`src/logic/lpw_pkg.sv`:
```
// Purpose: shared constants and types of the eight-channel led pwm block
// Assumes: 200 MHz system clock
// Notes: register indices are plain offsets on the register port
package lpw_pkg;
  // timing
  localparam int CLK_HZ = 200_000_000;
  localparam int OSC_HZ = 25_000_000;
  localparam int OSC_DIV = CLK_HZ / OSC_HZ;
  localparam int PWM_STEPS = 256;
  localparam int DIM_HZ = 190;
  localparam int BLINK_MAX_HZ = 24;
  localparam int DIM_STEP_TICKS = OSC_HZ / (DIM_HZ * PWM_STEPS);
  localparam int BLINK_STEP_TICKS = OSC_HZ / (BLINK_MAX_HZ * PWM_STEPS);
  // sizes
  localparam int NUM_LEDS = 8;
  localparam int NUM_REGS = 18;
  localparam int AW = 5;
  // register indices
  localparam logic [AW-1:0] REG_MODE_A = 5'h00;
  localparam logic [AW-1:0] REG_MODE_B = 5'h01;
  localparam logic [AW-1:0] REG_BRIGHT0 = 5'h02;
  localparam logic [AW-1:0] REG_GRP_DUTY = 5'h0a;
  localparam logic [AW-1:0] REG_GRP_FREQ = 5'h0b;
  localparam logic [AW-1:0] REG_STATE0 = 5'h0c;
  localparam logic [AW-1:0] REG_SUB1 = 5'h0e;
  localparam logic [AW-1:0] REG_ALL = 5'h11;
  localparam logic [AW-1:0] REG_STATUS = 5'h12;
  // fields
  localparam int MA_ALL_EN = 0;
  localparam int MA_SUB1_EN = 1;
  localparam int MB_GATE = 0;
  localparam int MB_TOTEM = 2;
  localparam int MB_ACK_UPD = 3;
  localparam int MB_BLINK = 5;
  localparam logic [1:0] GATE_LOW = 2'h0;
  localparam logic [1:0] GATE_HIGH = 2'h1;
  localparam int PIN_SCL = 0;
  localparam int PIN_SDA = 1;
  localparam int PIN_GATE = 2;
  localparam int PIN_ADDR = 3;
  localparam int NUM_PINS = 10;
  localparam logic [7:0] SOFT_RESET_BYTE = 8'h06;
  // led output states
  typedef enum logic [1:0] {LS_OFF, LS_ON, LS_IND, LS_GRP} lpw_led_st_t;
  // link receiver states
  typedef enum logic [2:0] {ST_IDLE, ST_RX, ST_ACK, ST_TX, ST_MACK} lpw_link_st_t;

  // power-on value of each register
  function automatic logic [7:0] lpw_reg_rst(input int i);
    case (i)
      REG_MODE_A: lpw_reg_rst = 8'h01;
      REG_MODE_B: lpw_reg_rst = 8'h06;
      REG_GRP_DUTY: lpw_reg_rst = 8'hff;
      REG_SUB1: lpw_reg_rst = 8'he2;
      REG_SUB1 + 1: lpw_reg_rst = 8'he4;
      REG_SUB1 + 2: lpw_reg_rst = 8'he8;
      REG_ALL: lpw_reg_rst = 8'he0;
      default: lpw_reg_rst = 8'h00;
    endcase
  endfunction
endpackage

```
`src/logic/lpw_led_pwm.sv`:
```
// Purpose: eight led pwm channels with group dim/blink, driven over a two-wire slave link
// Assumes: link pins and gate pin are asynchronous; register port is on clk
// Notes: the gate pin passes a synchroniser, so forcing lags the pin by a few cycles
// What this block does
// - each led has an 8-bit, 256-step pwm near 97 kHz
// - shared group pwm dims at 190 Hz or blinks at programmable slow rate
// - each led is off, on, individual pwm, or individual and group
// - software picks open-drain or totem-pole outputs, totem-pole after reset
// - link writes apply at each acknowledge or all at stop, stop by default
// - gate pin high forces outputs to 0, 1 or released, released by default
// - soft reset call resets everything except the pin synchronisers as at power-on, leds off
// - all-call and three sub-call addresses, each software enabled
// - own address comes from seven address pins
// - all pwm timing from a 25 MHz tick
// - brightness resets to off, group duty resets to maximum
// - last address bit one means read, zero means write
// - first written byte after address is the control byte
// - soft reset call acknowledged only with write direction
`timescale 1ns/1ps
module lpw_led_pwm
  import lpw_pkg::*;
#(
  parameter int BLINK_TICKS = BLINK_STEP_TICKS
)
(
  // clock and reset
  input wire logic clk,
  input wire logic resetn,
  // register port
  input wire logic [AW-1:0] regAddr,
  input wire logic [7:0] regWrData,
  input wire logic regWrStb,
  input wire logic regRdStb,
  output logic [7:0] regRdData,
  // two-wire link
  input wire logic sclPin,
  input wire logic sdaIn,
  output logic sdaOut,
  output logic sdaOeN,
  // address and gate pins, hw_addr_bit0 is bit 0
  input wire logic [6:0] hwAddrPins,
  input wire logic outGateN,
  // led pins
  output logic [NUM_LEDS-1:0] ledOut,
  output logic [NUM_LEDS-1:0] ledOeN
);

  logic swReset_reg;
  logic rstAct;
  logic [NUM_PINS-1:0] sync1_reg, sync2_reg, sync3_reg, pinQ_reg, pinQd_reg;
  logic [7:0] regs_reg [NUM_REGS];
  logic [7:0] pend_reg [NUM_REGS];
  logic [NUM_REGS-1:0] dirty_reg;
  logic [7:0] rdData_reg;
  logic [2:0] oscCnt_reg;
  logic oscTick_reg;
  logic [7:0] pwmCnt_reg, grpCnt_reg;
  logic [20:0] grpPre_reg, grpLim;
  lpw_link_st_t st_reg;
  logic [7:0] shift_reg, txShift_reg;
  logic [3:0] bitCnt_reg;
  logic [1:0] byteIdx_reg;
  logic [AW-1:0] ptr_reg;
  logic readMode_reg, nack_reg, swPend_reg, sdaOeN_reg, sdaOut_reg;
  logic [NUM_LEDS-1:0] ledOut_reg, ledOeN_reg, ledOut_next, ledOeN_next;

  // soft reset acts like the reset pin everywhere except in the pin synchronisers
  assign rstAct = !resetn || swReset_reg;

  // register read including the live status word
  function automatic logic [7:0] readReg(input logic [AW-1:0] a);
    if (a == REG_STATUS)
      readReg = {pinQ_reg[PIN_GATE], pinQ_reg[PIN_ADDR +: 7]};
    else if (a < AW'(NUM_REGS))
      readReg = regs_reg[a];
    else
      readReg = 8'h00;
  endfunction

  // pointer steps through the map and wraps after the status word
  function automatic logic [AW-1:0] nextPtr(input logic [AW-1:0] p);
    nextPtr = (p == REG_STATUS) ? '0 : p + AW'(1);
  endfunction

  // idle pin levels: link lines high, gate and address low, so no false start or forced leds after reset
  localparam logic [NUM_PINS-1:0] PIN_IDLE = NUM_PINS'((1 << PIN_SCL) | (1 << PIN_SDA));

  // three-flop synchronisers; a level counts once stages two and three agree
  always_ff @(posedge clk)
    if (!resetn)
    begin
      sync1_reg <= PIN_IDLE;
      sync2_reg <= PIN_IDLE;
      sync3_reg <= PIN_IDLE;
      pinQ_reg <= PIN_IDLE;
      pinQd_reg <= PIN_IDLE;
    end
    else
    begin
      sync1_reg <= {hwAddrPins, outGateN, sdaIn, sclPin};
      sync2_reg <= sync1_reg;
      sync3_reg <= sync2_reg;
      pinQ_reg <= (sync2_reg & sync3_reg) | (pinQ_reg & (sync2_reg ^ sync3_reg));
      pinQd_reg <= pinQ_reg;
    end

  // link events from filtered levels
  logic sclRise, sclFall, startEv, stopEv, sdaQ;
  assign sdaQ = pinQ_reg[PIN_SDA];
  assign sclRise = pinQ_reg[PIN_SCL] && !pinQd_reg[PIN_SCL];
  assign sclFall = !pinQ_reg[PIN_SCL] && pinQd_reg[PIN_SCL];
  assign startEv = pinQ_reg[PIN_SCL] && pinQd_reg[PIN_SCL] && pinQd_reg[PIN_SDA] && !sdaQ;
  assign stopEv = pinQ_reg[PIN_SCL] && pinQd_reg[PIN_SCL] && !pinQd_reg[PIN_SDA] && sdaQ;

  // address decode of the first byte
  logic isSoft, addrHit, byteDone, dataWr, ackUpd;
  logic [7:0] rdByte;
  always_comb
  begin
    isSoft = (shift_reg == SOFT_RESET_BYTE);
    addrHit = isSoft || (shift_reg[7:1] == pinQ_reg[PIN_ADDR +: 7]);
    if (regs_reg[REG_MODE_A][MA_ALL_EN] && shift_reg[7:1] == regs_reg[REG_ALL][7:1])
      addrHit = 1'b1;
    for (int k = 0; k < 3; k++)
      if (regs_reg[REG_MODE_A][MA_SUB1_EN + k] && shift_reg[7:1] == regs_reg[REG_SUB1 + k][7:1])
        addrHit = 1'b1;
  end
  assign byteDone = (st_reg == ST_RX) && sclFall && (bitCnt_reg == 4'h8);
  assign dataWr = byteDone && (byteIdx_reg == 2'h2) && !readMode_reg;
  assign ackUpd = regs_reg[REG_MODE_B][MB_ACK_UPD];
  // a process, not an assign, so changes of the registers behind the pointer are seen
  always_comb rdByte = readReg(ptr_reg);

  // link slave: receive, acknowledge, transmit
  always_ff @(posedge clk)
    if (rstAct)
    begin
      st_reg <= ST_IDLE;
      shift_reg <= 8'h00;
      txShift_reg <= 8'h00;
      bitCnt_reg <= 4'h0;
      byteIdx_reg <= 2'h0;
      ptr_reg <= '0;
      readMode_reg <= 1'b0;
      nack_reg <= 1'b0;
      swPend_reg <= 1'b0;
      sdaOeN_reg <= 1'b1;
    end
    else if (startEv)
    begin
      st_reg <= ST_RX;
      bitCnt_reg <= 4'h0;
      byteIdx_reg <= 2'h0;
      swPend_reg <= 1'b0;
      sdaOeN_reg <= 1'b1;
    end
    else if (stopEv)
    begin
      st_reg <= ST_IDLE;
      sdaOeN_reg <= 1'b1;
    end
    else
      case (st_reg)
        ST_RX:
          if (sclRise && bitCnt_reg != 4'h8)
          begin
            shift_reg <= {shift_reg[6:0], sdaQ};
            bitCnt_reg <= bitCnt_reg + 4'h1;
          end
          else if (byteDone)
          begin
            bitCnt_reg <= 4'h0;
            if (byteIdx_reg != 2'h2)
              byteIdx_reg <= byteIdx_reg + 2'h1;
            if (byteIdx_reg == 2'h0)
            begin
              readMode_reg <= shift_reg[0];
              swPend_reg <= isSoft;
              st_reg <= addrHit ? ST_ACK : ST_IDLE;
              sdaOeN_reg <= !addrHit;
            end
            else
            begin
              st_reg <= ST_ACK;
              sdaOeN_reg <= 1'b0;
              ptr_reg <= (byteIdx_reg == 2'h1) ? shift_reg[AW-1:0] : nextPtr(ptr_reg);
            end
          end
        ST_ACK, ST_MACK:
          if (sclRise)
            nack_reg <= sdaQ;
          else if (sclFall && (st_reg == ST_ACK || !nack_reg) && readMode_reg)
          begin
            txShift_reg <= rdByte;
            sdaOeN_reg <= rdByte[7];
            ptr_reg <= nextPtr(ptr_reg);
            st_reg <= ST_TX;
          end
          else if (sclFall)
          begin
            sdaOeN_reg <= 1'b1;
            st_reg <= readMode_reg ? ST_IDLE : ST_RX;
          end
        ST_TX:
          if (sclFall && bitCnt_reg == 4'h7)
          begin
            sdaOeN_reg <= 1'b1;
            bitCnt_reg <= 4'h0;
            st_reg <= ST_MACK;
          end
          else if (sclFall)
          begin
            sdaOeN_reg <= txShift_reg[6];
            txShift_reg <= {txShift_reg[6:0], 1'b0};
            bitCnt_reg <= bitCnt_reg + 4'h1;
          end
        default: ;
      endcase

  // soft reset pulse at the stop that ends an acknowledged call
  always_ff @(posedge clk)
    if (!resetn)
      swReset_reg <= 1'b0;
    else
      swReset_reg <= stopEv && swPend_reg && !swReset_reg;

  // staged link writes, applied together at stop
  always_ff @(posedge clk)
    if (rstAct)
      dirty_reg <= '0;
    else
      for (int i = 0; i < NUM_REGS; i++)
        if (dataWr && !ackUpd && ptr_reg == AW'(i))
        begin
          pend_reg[i] <= shift_reg;
          dirty_reg[i] <= 1'b1;
        end
        else if (stopEv)
          dirty_reg[i] <= 1'b0;

  // live registers; the register port wins over link traffic
  always_ff @(posedge clk)
    for (int i = 0; i < NUM_REGS; i++)
      if (rstAct)
        regs_reg[i] <= lpw_reg_rst(i);
      else if (regWrStb && regAddr == AW'(i))
        regs_reg[i] <= regWrData;
      else if (stopEv && dirty_reg[i])
        regs_reg[i] <= pend_reg[i];
      else if (dataWr && ackUpd && ptr_reg == AW'(i))
        regs_reg[i] <= shift_reg;

  // read data stands only in the cycle after the strobe
  always_ff @(posedge clk)
    if (rstAct)
      rdData_reg <= 8'h00;
    else
      rdData_reg <= regRdStb ? readReg(regAddr) : 8'h00;

  // 25 MHz tick from the system clock
  always_ff @(posedge clk)
    if (rstAct)
    begin
      oscCnt_reg <= 3'h0;
      oscTick_reg <= 1'b0;
    end
    else
    begin
      oscCnt_reg <= (oscCnt_reg == 3'(OSC_DIV - 1)) ? 3'h0 : oscCnt_reg + 3'h1;
      oscTick_reg <= (oscCnt_reg == 3'(OSC_DIV - 1));
    end

  // group step length: fixed for dimming, scaled by the frequency register for blinking
  assign grpLim = regs_reg[REG_MODE_B][MB_BLINK]
    ? 21'((32'(regs_reg[REG_GRP_FREQ]) + 32'd1) * BLINK_TICKS - 1)
    : 21'(DIM_STEP_TICKS - 1);

  // free-running counters of both modulators
  always_ff @(posedge clk)
    if (rstAct)
    begin
      pwmCnt_reg <= 8'h00;
      grpCnt_reg <= 8'h00;
      grpPre_reg <= '0;
    end
    else if (oscTick_reg)
    begin
      pwmCnt_reg <= pwmCnt_reg + 8'h01;
      grpPre_reg <= (grpPre_reg >= grpLim) ? '0 : grpPre_reg + 21'h1;
      if (grpPre_reg >= grpLim)
        grpCnt_reg <= grpCnt_reg + 8'h01;
    end

  // per-led output selection
  logic grpOn, gateOff;
  assign grpOn = grpCnt_reg < regs_reg[REG_GRP_DUTY];
  assign gateOff = pinQ_reg[PIN_GATE];
  for (genvar g = 0; g < NUM_LEDS; g++)
  begin : g_led
    logic [1:0] ls;
    logic indOn, act;
    assign ls = regs_reg[REG_STATE0 + g / 4][2 * (g % 4) +: 2];
    assign indOn = pwmCnt_reg < regs_reg[REG_BRIGHT0 + g];
    always_comb
    begin
      case (lpw_led_st_t'(ls))
        LS_OFF: act = 1'b0;
        LS_ON: act = 1'b1;
        LS_IND: act = indOn;
        default: act = indOn && grpOn;
      endcase
      if (gateOff)
      begin
        ledOut_next[g] = regs_reg[REG_MODE_B][MB_GATE +: 2] == GATE_HIGH;
        ledOeN_next[g] = regs_reg[REG_MODE_B][MB_GATE + 1];
      end
      else if (regs_reg[REG_MODE_B][MB_TOTEM])
      begin
        ledOut_next[g] = !act;
        ledOeN_next[g] = 1'b0;
      end
      else
      begin
        ledOut_next[g] = 1'b0;
        ledOeN_next[g] = !act;
      end
    end
  end

  // pin flops; reset drives all leds high, i.e. off
  always_ff @(posedge clk)
    if (rstAct)
    begin
      ledOut_reg <= '1;
      ledOeN_reg <= '0;
      sdaOut_reg <= 1'b0;
    end
    else
    begin
      ledOut_reg <= ledOut_next;
      ledOeN_reg <= ledOeN_next;
      sdaOut_reg <= 1'b0;
    end

  assign regRdData = rdData_reg;
  assign sdaOut = sdaOut_reg;
  assign sdaOeN = sdaOeN_reg;
  assign ledOut = ledOut_reg;
  assign ledOeN = ledOeN_reg;

  logic [1:0] ls0;
  logic [7:0] modeB;
  assign ls0 = regs_reg[REG_STATE0][1:0];
  assign modeB = regs_reg[REG_MODE_B];
endmodule // lpw_led_pwm

```
`config.mk`:
```
export PLATFORM = sky130hd
export DESIGN_NAME = lpw_led_pwm
export DESIGN_NICKNAME = d
export VERILOG_FILES = /design/src/logic/lpw_pkg.sv /design/src/logic/lpw_led_pwm.sv
export SDC_FILE = /design/constraint.sdc
export NUM_CORES = 1
export LEC_CHECK = 0
export BUFFER_PORTS_ARGS = -buffer_cell sky130_fd_sc_hd__buf_4
export CAP_MARGIN = 15
export CORE_MARGIN = 4
export CORE_UTILIZATION = 50
export DETAILED_ROUTE_END_ITERATION = 8
export HOLD_SLACK_MARGIN = 0.05
export PLACE_DENSITY = 0.72
export SYNTH_ARGS = -nofsm -noshare
export SYNTH_HDL_FRONTEND = slang
export SYNTH_SLANG_ARGS = --single-unit
```
`constraint.sdc`:
```
create_clock -name clk -period 13.17 [get_ports clk]
set_input_delay 1.317 -clock clk [delete_from_list [all_inputs] [get_ports clk]]
set_output_delay 1.317 -clock clk [all_outputs]
set_load 0.02 [all_outputs]
```
Yosys cells after proc, flatten, opt, wreduce, memory -nomap -nowiden
Memories as Yosys holds them, arrays and structs flattened. A register that Yosys moved wholly into a read port is not among the register bits.
Cells that the tools add are included.
W data, S select, Z words.
Cells by class
  eq/ne operators: 86
  shifts and indexed selects: 0
  divide/modulo/power cells: 0
  $add $sub $neg: 9
  bitwise gates (word level): 62
  reduce and logical (&&, ||, !) cells: 192
  multiply operators: 1
  multiplexer cells: 495
  $lt $le $gt $ge: 12
Operators by type and width (number)
  $mux W8: 83
  $mux W1: 355
  $reduce_or A8 Y1: 17
  $mux W5: 26
  $logic_and A1 B1 Y1: 103
  $eq A5 B4 Y1 const B: 16
  $lt A8 B8 Y1: 9
  $or A1 B1 Y1: 54
  $mux W21: 2
  $reduce_bool A2 Y1: 21
  $eq A5 B3 Y1 const B: 8
  $eq A7 B7 Y1: 5
  $eq A5 B5 Y1 const B: 6
  $mux W7: 4
  $pmux W1 S3: 9
  $reduce_and A6 Y1: 4
  $add A21 B1 Y21 const B: 1
  $ge A21 B21 Y1: 1
  $mul A9 B12 Y21 const B: 1
  $sub A21 B1 Y21 const B: 1
  $and A10 B10 Y10: 2
  $eq A2 B1 Y1 const B: 10
  $eq A5 B2 Y1 const B: 4
  $ne A4 B4 Y1 const B: 5
  other kinds (42): 110
Storage, ports and cells
  ROM bits: 0
  memory bits (writable): 288
  register bits: 159
  output and inout bits: 26
  latch bits: 0
  memories: 2
  input bits: 27
Memories
  pend_reg: words 18, width 8, read ports 18, clocked after memory_dff 0, write ports 1, line lpw_led_pwm.sv:52  | logic [7:0] pend_reg [NUM_REGS];
  regs_reg: words 18, width 8, read ports 20, clocked after memory_dff 1, write ports 18, line lpw_led_pwm.sv:51  | logic [7:0] regs_reg [NUM_REGS];

Longest topological paths before layout
  depth after elaboration: 29
  depth in mapped cells: 31

Worst setup path after synthesis
OpenSTA, ideal clock, no wires.
  path type: register to register
  from: mem regs_reg[11][0]
  to: reg grpCnt_reg[2]
  arrival time: 7.603 ns
  path slack: 5.496 ns
  period minus slack after synthesis: 7.674 ns
  buffers on the path: 1
  stages on the path, launching flop included: 28
  path through: edfxtp_1 ha_1 xor2_1 inv_1 fa_1 inv_1 fa_1 fa_1 fa_1 inv_1 fa_1 inv_1 ha_1 a21o_1 a21o_1 a221oi_1 o31ai_1 xnor2_1 nand2_1 ha_1 nand4_1 nor2_1 nand4_1 o31ai_2 nor2_1 buf_2 or3_1 a21oi_1
RTL lines
  from (decl): line lpw_led_pwm.sv:51
  to (signal assigned): line lpw_led_pwm.sv:291  | grpCnt_reg <= grpCnt_reg + 8'h01;
  to (decl): line lpw_led_pwm.sv:57  | logic [7:0] pwmCnt_reg, grpCnt_reg;

==> flow_summary.json <==
{
  "finalHoldViolations": 0,
  "postLayoutCoreUtil": 0.5555,
  "startpoint": "regs_reg[11][0]",
  "post_drt_wl_per_cell_um": 25.77,
  "endpoint": "grpCnt_reg[6]",
  "ys_ff_latch": 452,
  "clk_path_buf_depth": 3,
  "distinct_cells_synth": 80,
  "num-nets-final": 2677,
  "cts.htree.levels": 2,
  "grt_pass1_wl_um": 121300,
  "reg2reg_depth": 26,
  "holdCritPathClass": "flip-flop to flip-flop",
  "boundaryPins": 53,
  "period_share": 0.6733,
  "syn_to_final_growth_pct": 9.626,
  "post_route_cells_drive_above_1_share": 0.1084,
  "antenna_violating_nets_post_route": 0,
  "vias_per_cell": 6.391,
  "r2r_setup_slack_ns": 4.30,
  "timing.rr.end": "grpCnt_reg[6]",
  "ir_worst_vdd_uv": 163.8,
  "largest_fanout_on_the_critical_path": 15,
  "ys.warnings.count": 0,
  "die_x_um": 236.5,
  "hold_buffers": 0,
  "ys.flop_type": "sky130_fd_sc_hd__edfxtp_1",
  "timing.fmax_ghz": 0.1128,
  "drt-total-wl_um": 81480,
  "slew-limit-headroom": 0.2726,
  "post-route-drc-count": 0,
  "power.static_leakage_nw": 11.45,
  "core.rowCount": 83,
  "timing.setup.tns_ns": 0,
  "final_cell_area_excluding_filler_cells_um2": 28610,
  "core_region_area_um2": 51510,
  "clockPowerShare": 0.320,
  "critPathLaunchType": "flip-flop",
  "power.density_cell_area_nw_per_um2": 151.6,
  "overflow": 0,
  "grt_setup_unrepaired": "false",
  "holdPathStages": 1,
  "synth_nets": 2675,
  "post_cts_resize_count": 0,
  "synth_top_cell_by_area": "sky130_fd_sc_hd__edfxtp_1",
  "first_global_vias": 19190,
  "tritoncts.num_buffers": 47,
  "setup_ws_ns": 4.303,
  "root_buffer": "sky130_fd_sc_hd__clkbuf_16",
  "r2r_start": "regs_reg[11][0]",
  "synth.area.top_cells": "sky130_fd_sc_hd__edfxtp_1 33%, sky130_fd_sc_hd__dfxtp_1 13%, sky130_fd_sc_hd__ha_1 8.3%",
  "insertion_delay_ns": 0.61,
  "total_power_mw": 4.337,
  "fillers": 4398,
  "finalMaxSlewViolations": 0,
  "grt_max_degree": 46,
  "p_seq_frac": 0.364,
  "p_sw_frac": 0.3280,
  "cts_tree": "done",
  "gate_power_share": 0.315,
  "post_syn_area_um2": 26100,
  "fraction_of_post_synthesis_cell_area_in_the_top_cell_type_by_area": 0.3314,
  "layout.cells.most_common_list": "308 x sky130_fd_sc_hd__nand2_1, 288 x sky130_fd_sc_hd__edfxtp_1, 174 x sky130_fd_sc_hd__ha_1",
  "worst-slew-pin-transition_ns": 1.090,
  "detailroute.via_count": 20210,
  "antenna_cells": 0,
  "worst_setup_path_end_kind": "flip-flop",
  "clkTransAtPathRegs_ns": 0.06,
  "gpl.final_weighted_congestion": 0.9461,
  "grt_usage": 0.2829,
  "critPathRequiredTime_ns": 13.69,
  "net-switching-power_mw": 1.422,
  "die_height_um": 236.5,
  "syn_area_per_cell_um2": 10.69,
  "yosysSeqAreaShare": 0.4571,
  "die-area_um2": 55920,
  "number_of_antenna_violations_at_the_first_check_in_global_routing": 2,
  "post_detail_place_hpwl_um": 58930,
  "setup-violations-final": 0,
  "cap_violations": 0,
  "run_status": "finished clean",
  "drt-initial-drc-count": 2795,
  "internal_power_mw": 2.915,
  "time_the_final_worst_path_needs_with_i_o_delays_and_setup_ns": 8.867,
  "cts_setup_buffers": 0,
  "firstDrtPassIters": 9,
  "layout_commonest_cell": "sky130_fd_sc_hd__nand2_1",
  "postSynth.asyncResetShare": 0,
  "worst_path_class_setup": "flip-flop to flip-flop",
  "dp_slack_ns": 4.393,
  "finalClockSkew_ns": 0.02094,
  "cp_data_arrival_time_ns": 9.38,
  "initial_core_util": 0.5067,
  "port-buffer-count": 51,
  "count_of_flip_flops_with_a_built_in_enable_after_synthesis": 288,
  "placement_stage_cell_area_um2": 26990,
  "postSynthCellCount": 2441,
  "numClockSinks": 452
}
==> metal layers <==
layer	up-vias	routed length, um	global-route usage
met5	-	11	0
met4	2	3155	0.09873
met3	217	9497	0.07035
met2	1214	35940	0.4314
met1	9812	32880	0.3975
li1	8962	-	-
==> synth_stat cells (11+ instances only) <==
library cell               instances
sky130_fd_sc_hd__a211o_1          11
sky130_fd_sc_hd__a2111o_1         15
sky130_fd_sc_hd__mux4_2           74
sky130_fd_sc_hd__a21oi_1          96
sky130_fd_sc_hd__buf_2            13
sky130_fd_sc_hd__o22ai_1          34
sky130_fd_sc_hd__nor2_1          166
sky130_fd_sc_hd__a211oi_1         17
sky130_fd_sc_hd__nor2b_1          25
sky130_fd_sc_hd__nand2b_1         43
sky130_fd_sc_hd__o21ai_0          75
sky130_fd_sc_hd__xnor2_1          59
sky130_fd_sc_hd__edfxtp_1        288
sky130_fd_sc_hd__a22oi_1         125
sky130_fd_sc_hd__nor3_1           12
sky130_fd_sc_hd__nand4_1          34
sky130_fd_sc_hd__a31oi_1          24
sky130_fd_sc_hd__or2_2            16
sky130_fd_sc_hd__fa_1             33
sky130_fd_sc_hd__dfxtp_1         164
sky130_fd_sc_hd__ha_1            174
sky130_fd_sc_hd__nand3_1          46
sky130_fd_sc_hd__inv_1           166
sky130_fd_sc_hd__buf_1            25
sky130_fd_sc_hd__and3_1           21
sky130_fd_sc_hd__nand2_1         308
sky130_fd_sc_hd__clkbuf_1         71
sky130_fd_sc_hd__and2_1           31
sky130_fd_sc_hd__mux2i_1          41
sky130_fd_sc_hd__xor2_1           32
sky130_fd_sc_hd__a21o_1           50
==> cell type report <==
| class | instances | area (um^2) | area share |
|---|---|---|---|
| repair buffers | 69 | 518.0 | 0.01810 |
| multi-input cells | 1706 | 13060 | 0.4565 |
| flip-flops and latches | 452 | 11940 | 0.4171 |
| inverters | 167 | 626.9 | 0.02191 |
| clock buffers | 59 | 1305 | 0.04561 |
| clock inverters | 29 | 315.3 | 0.01102 |
| well taps | 680 | 850.8 | 0.02974 |
==> worst min path at each step <==
stage          slack [ns]            to    startpoint
3_5_place_dp         0.40  sync2_reg[1]  sync1_reg[1]
3_3_place_gp         0.41  sync2_reg[1]  sync1_reg[1]
4_1_cts              0.42  sync2_reg[1]  sync1_reg[1]
5_1_grt              0.43  sync2_reg[1]  sync1_reg[1]
2_1_floorplan        0.39  sync2_reg[0]  sync1_reg[0]
6_report             0.41  sync2_reg[1]  sync1_reg[1]
==> worst max-delay path, stage by stage, from the launching register on <==
cell	delay (ns)
sky130_fd_sc_hd__edfxtp_1	0.85
sky130_fd_sc_hd__ha_1	0.40
sky130_fd_sc_hd__xor2_1	0.38
sky130_fd_sc_hd__inv_1	0.15
sky130_fd_sc_hd__fa_1	0.63
sky130_fd_sc_hd__inv_1	0.11
sky130_fd_sc_hd__fa_1	0.53
sky130_fd_sc_hd__fa_1	0.44
sky130_fd_sc_hd__fa_1	0.54
sky130_fd_sc_hd__inv_1	0.05
sky130_fd_sc_hd__fa_1	0.51
sky130_fd_sc_hd__inv_1	0.05
sky130_fd_sc_hd__ha_1	0.38
sky130_fd_sc_hd__a21o_1	0.21
sky130_fd_sc_hd__a21o_1	0.19
sky130_fd_sc_hd__a221oi_1	0.50
sky130_fd_sc_hd__o31ai_1	0.19
sky130_fd_sc_hd__xnor2_1	0.18
sky130_fd_sc_hd__nand2_1	0.08
sky130_fd_sc_hd__ha_1	0.31
sky130_fd_sc_hd__nand4_1	0.12
sky130_fd_sc_hd__nor2_1	0.19
sky130_fd_sc_hd__nand4_1	0.16
sky130_fd_sc_hd__o31ai_2	0.58
sky130_fd_sc_hd__nor2_1	0.32
sky130_fd_sc_hd__or4_1	0.54
sky130_fd_sc_hd__a21oi_1	0.17
==> stage by stage <==
stage	cells	hold WS (ns)
after floorplan	2441	0.3863
after detailed placement	3074	0.4013
final	3162	0.4133
after global placement	3074	0.4068
after global routing	3162	0.4327
after CTS	3162	0.4158
==> logic make-up after synthesis <==
family	count (synthesis)	synth area share
AND/OR/NAND/NOR	770	0.1434
AO/OA/AOI/OAI	521	0.1372
flip-flops	452	0.4571
buffers and inverters	283	0.04290
adder cells (fa/ha/maj)	207	0.1087
multiplexers	116	0.08001
XOR/XNOR	91	0.03054
other	1	0.0001437
==> power by group through the flow <==
| stage | registers [mW] | logic [mW] | clock network (mW) |
|---|---|---|---|
| after floorplan | 1.58 | 1.03 | 0 |
| after global placement | 1.61 | 1.28 | 0 |
| after detailed placement | 1.61 | 1.34 | 0 |
| after CTS | 1.58 | 1.36 | 1.40 |
| after global routing | 1.58 | 1.54 | 1.47 |
| final | 1.58 | 1.37 | 1.39 |
(Power assumes the default switching activity.)
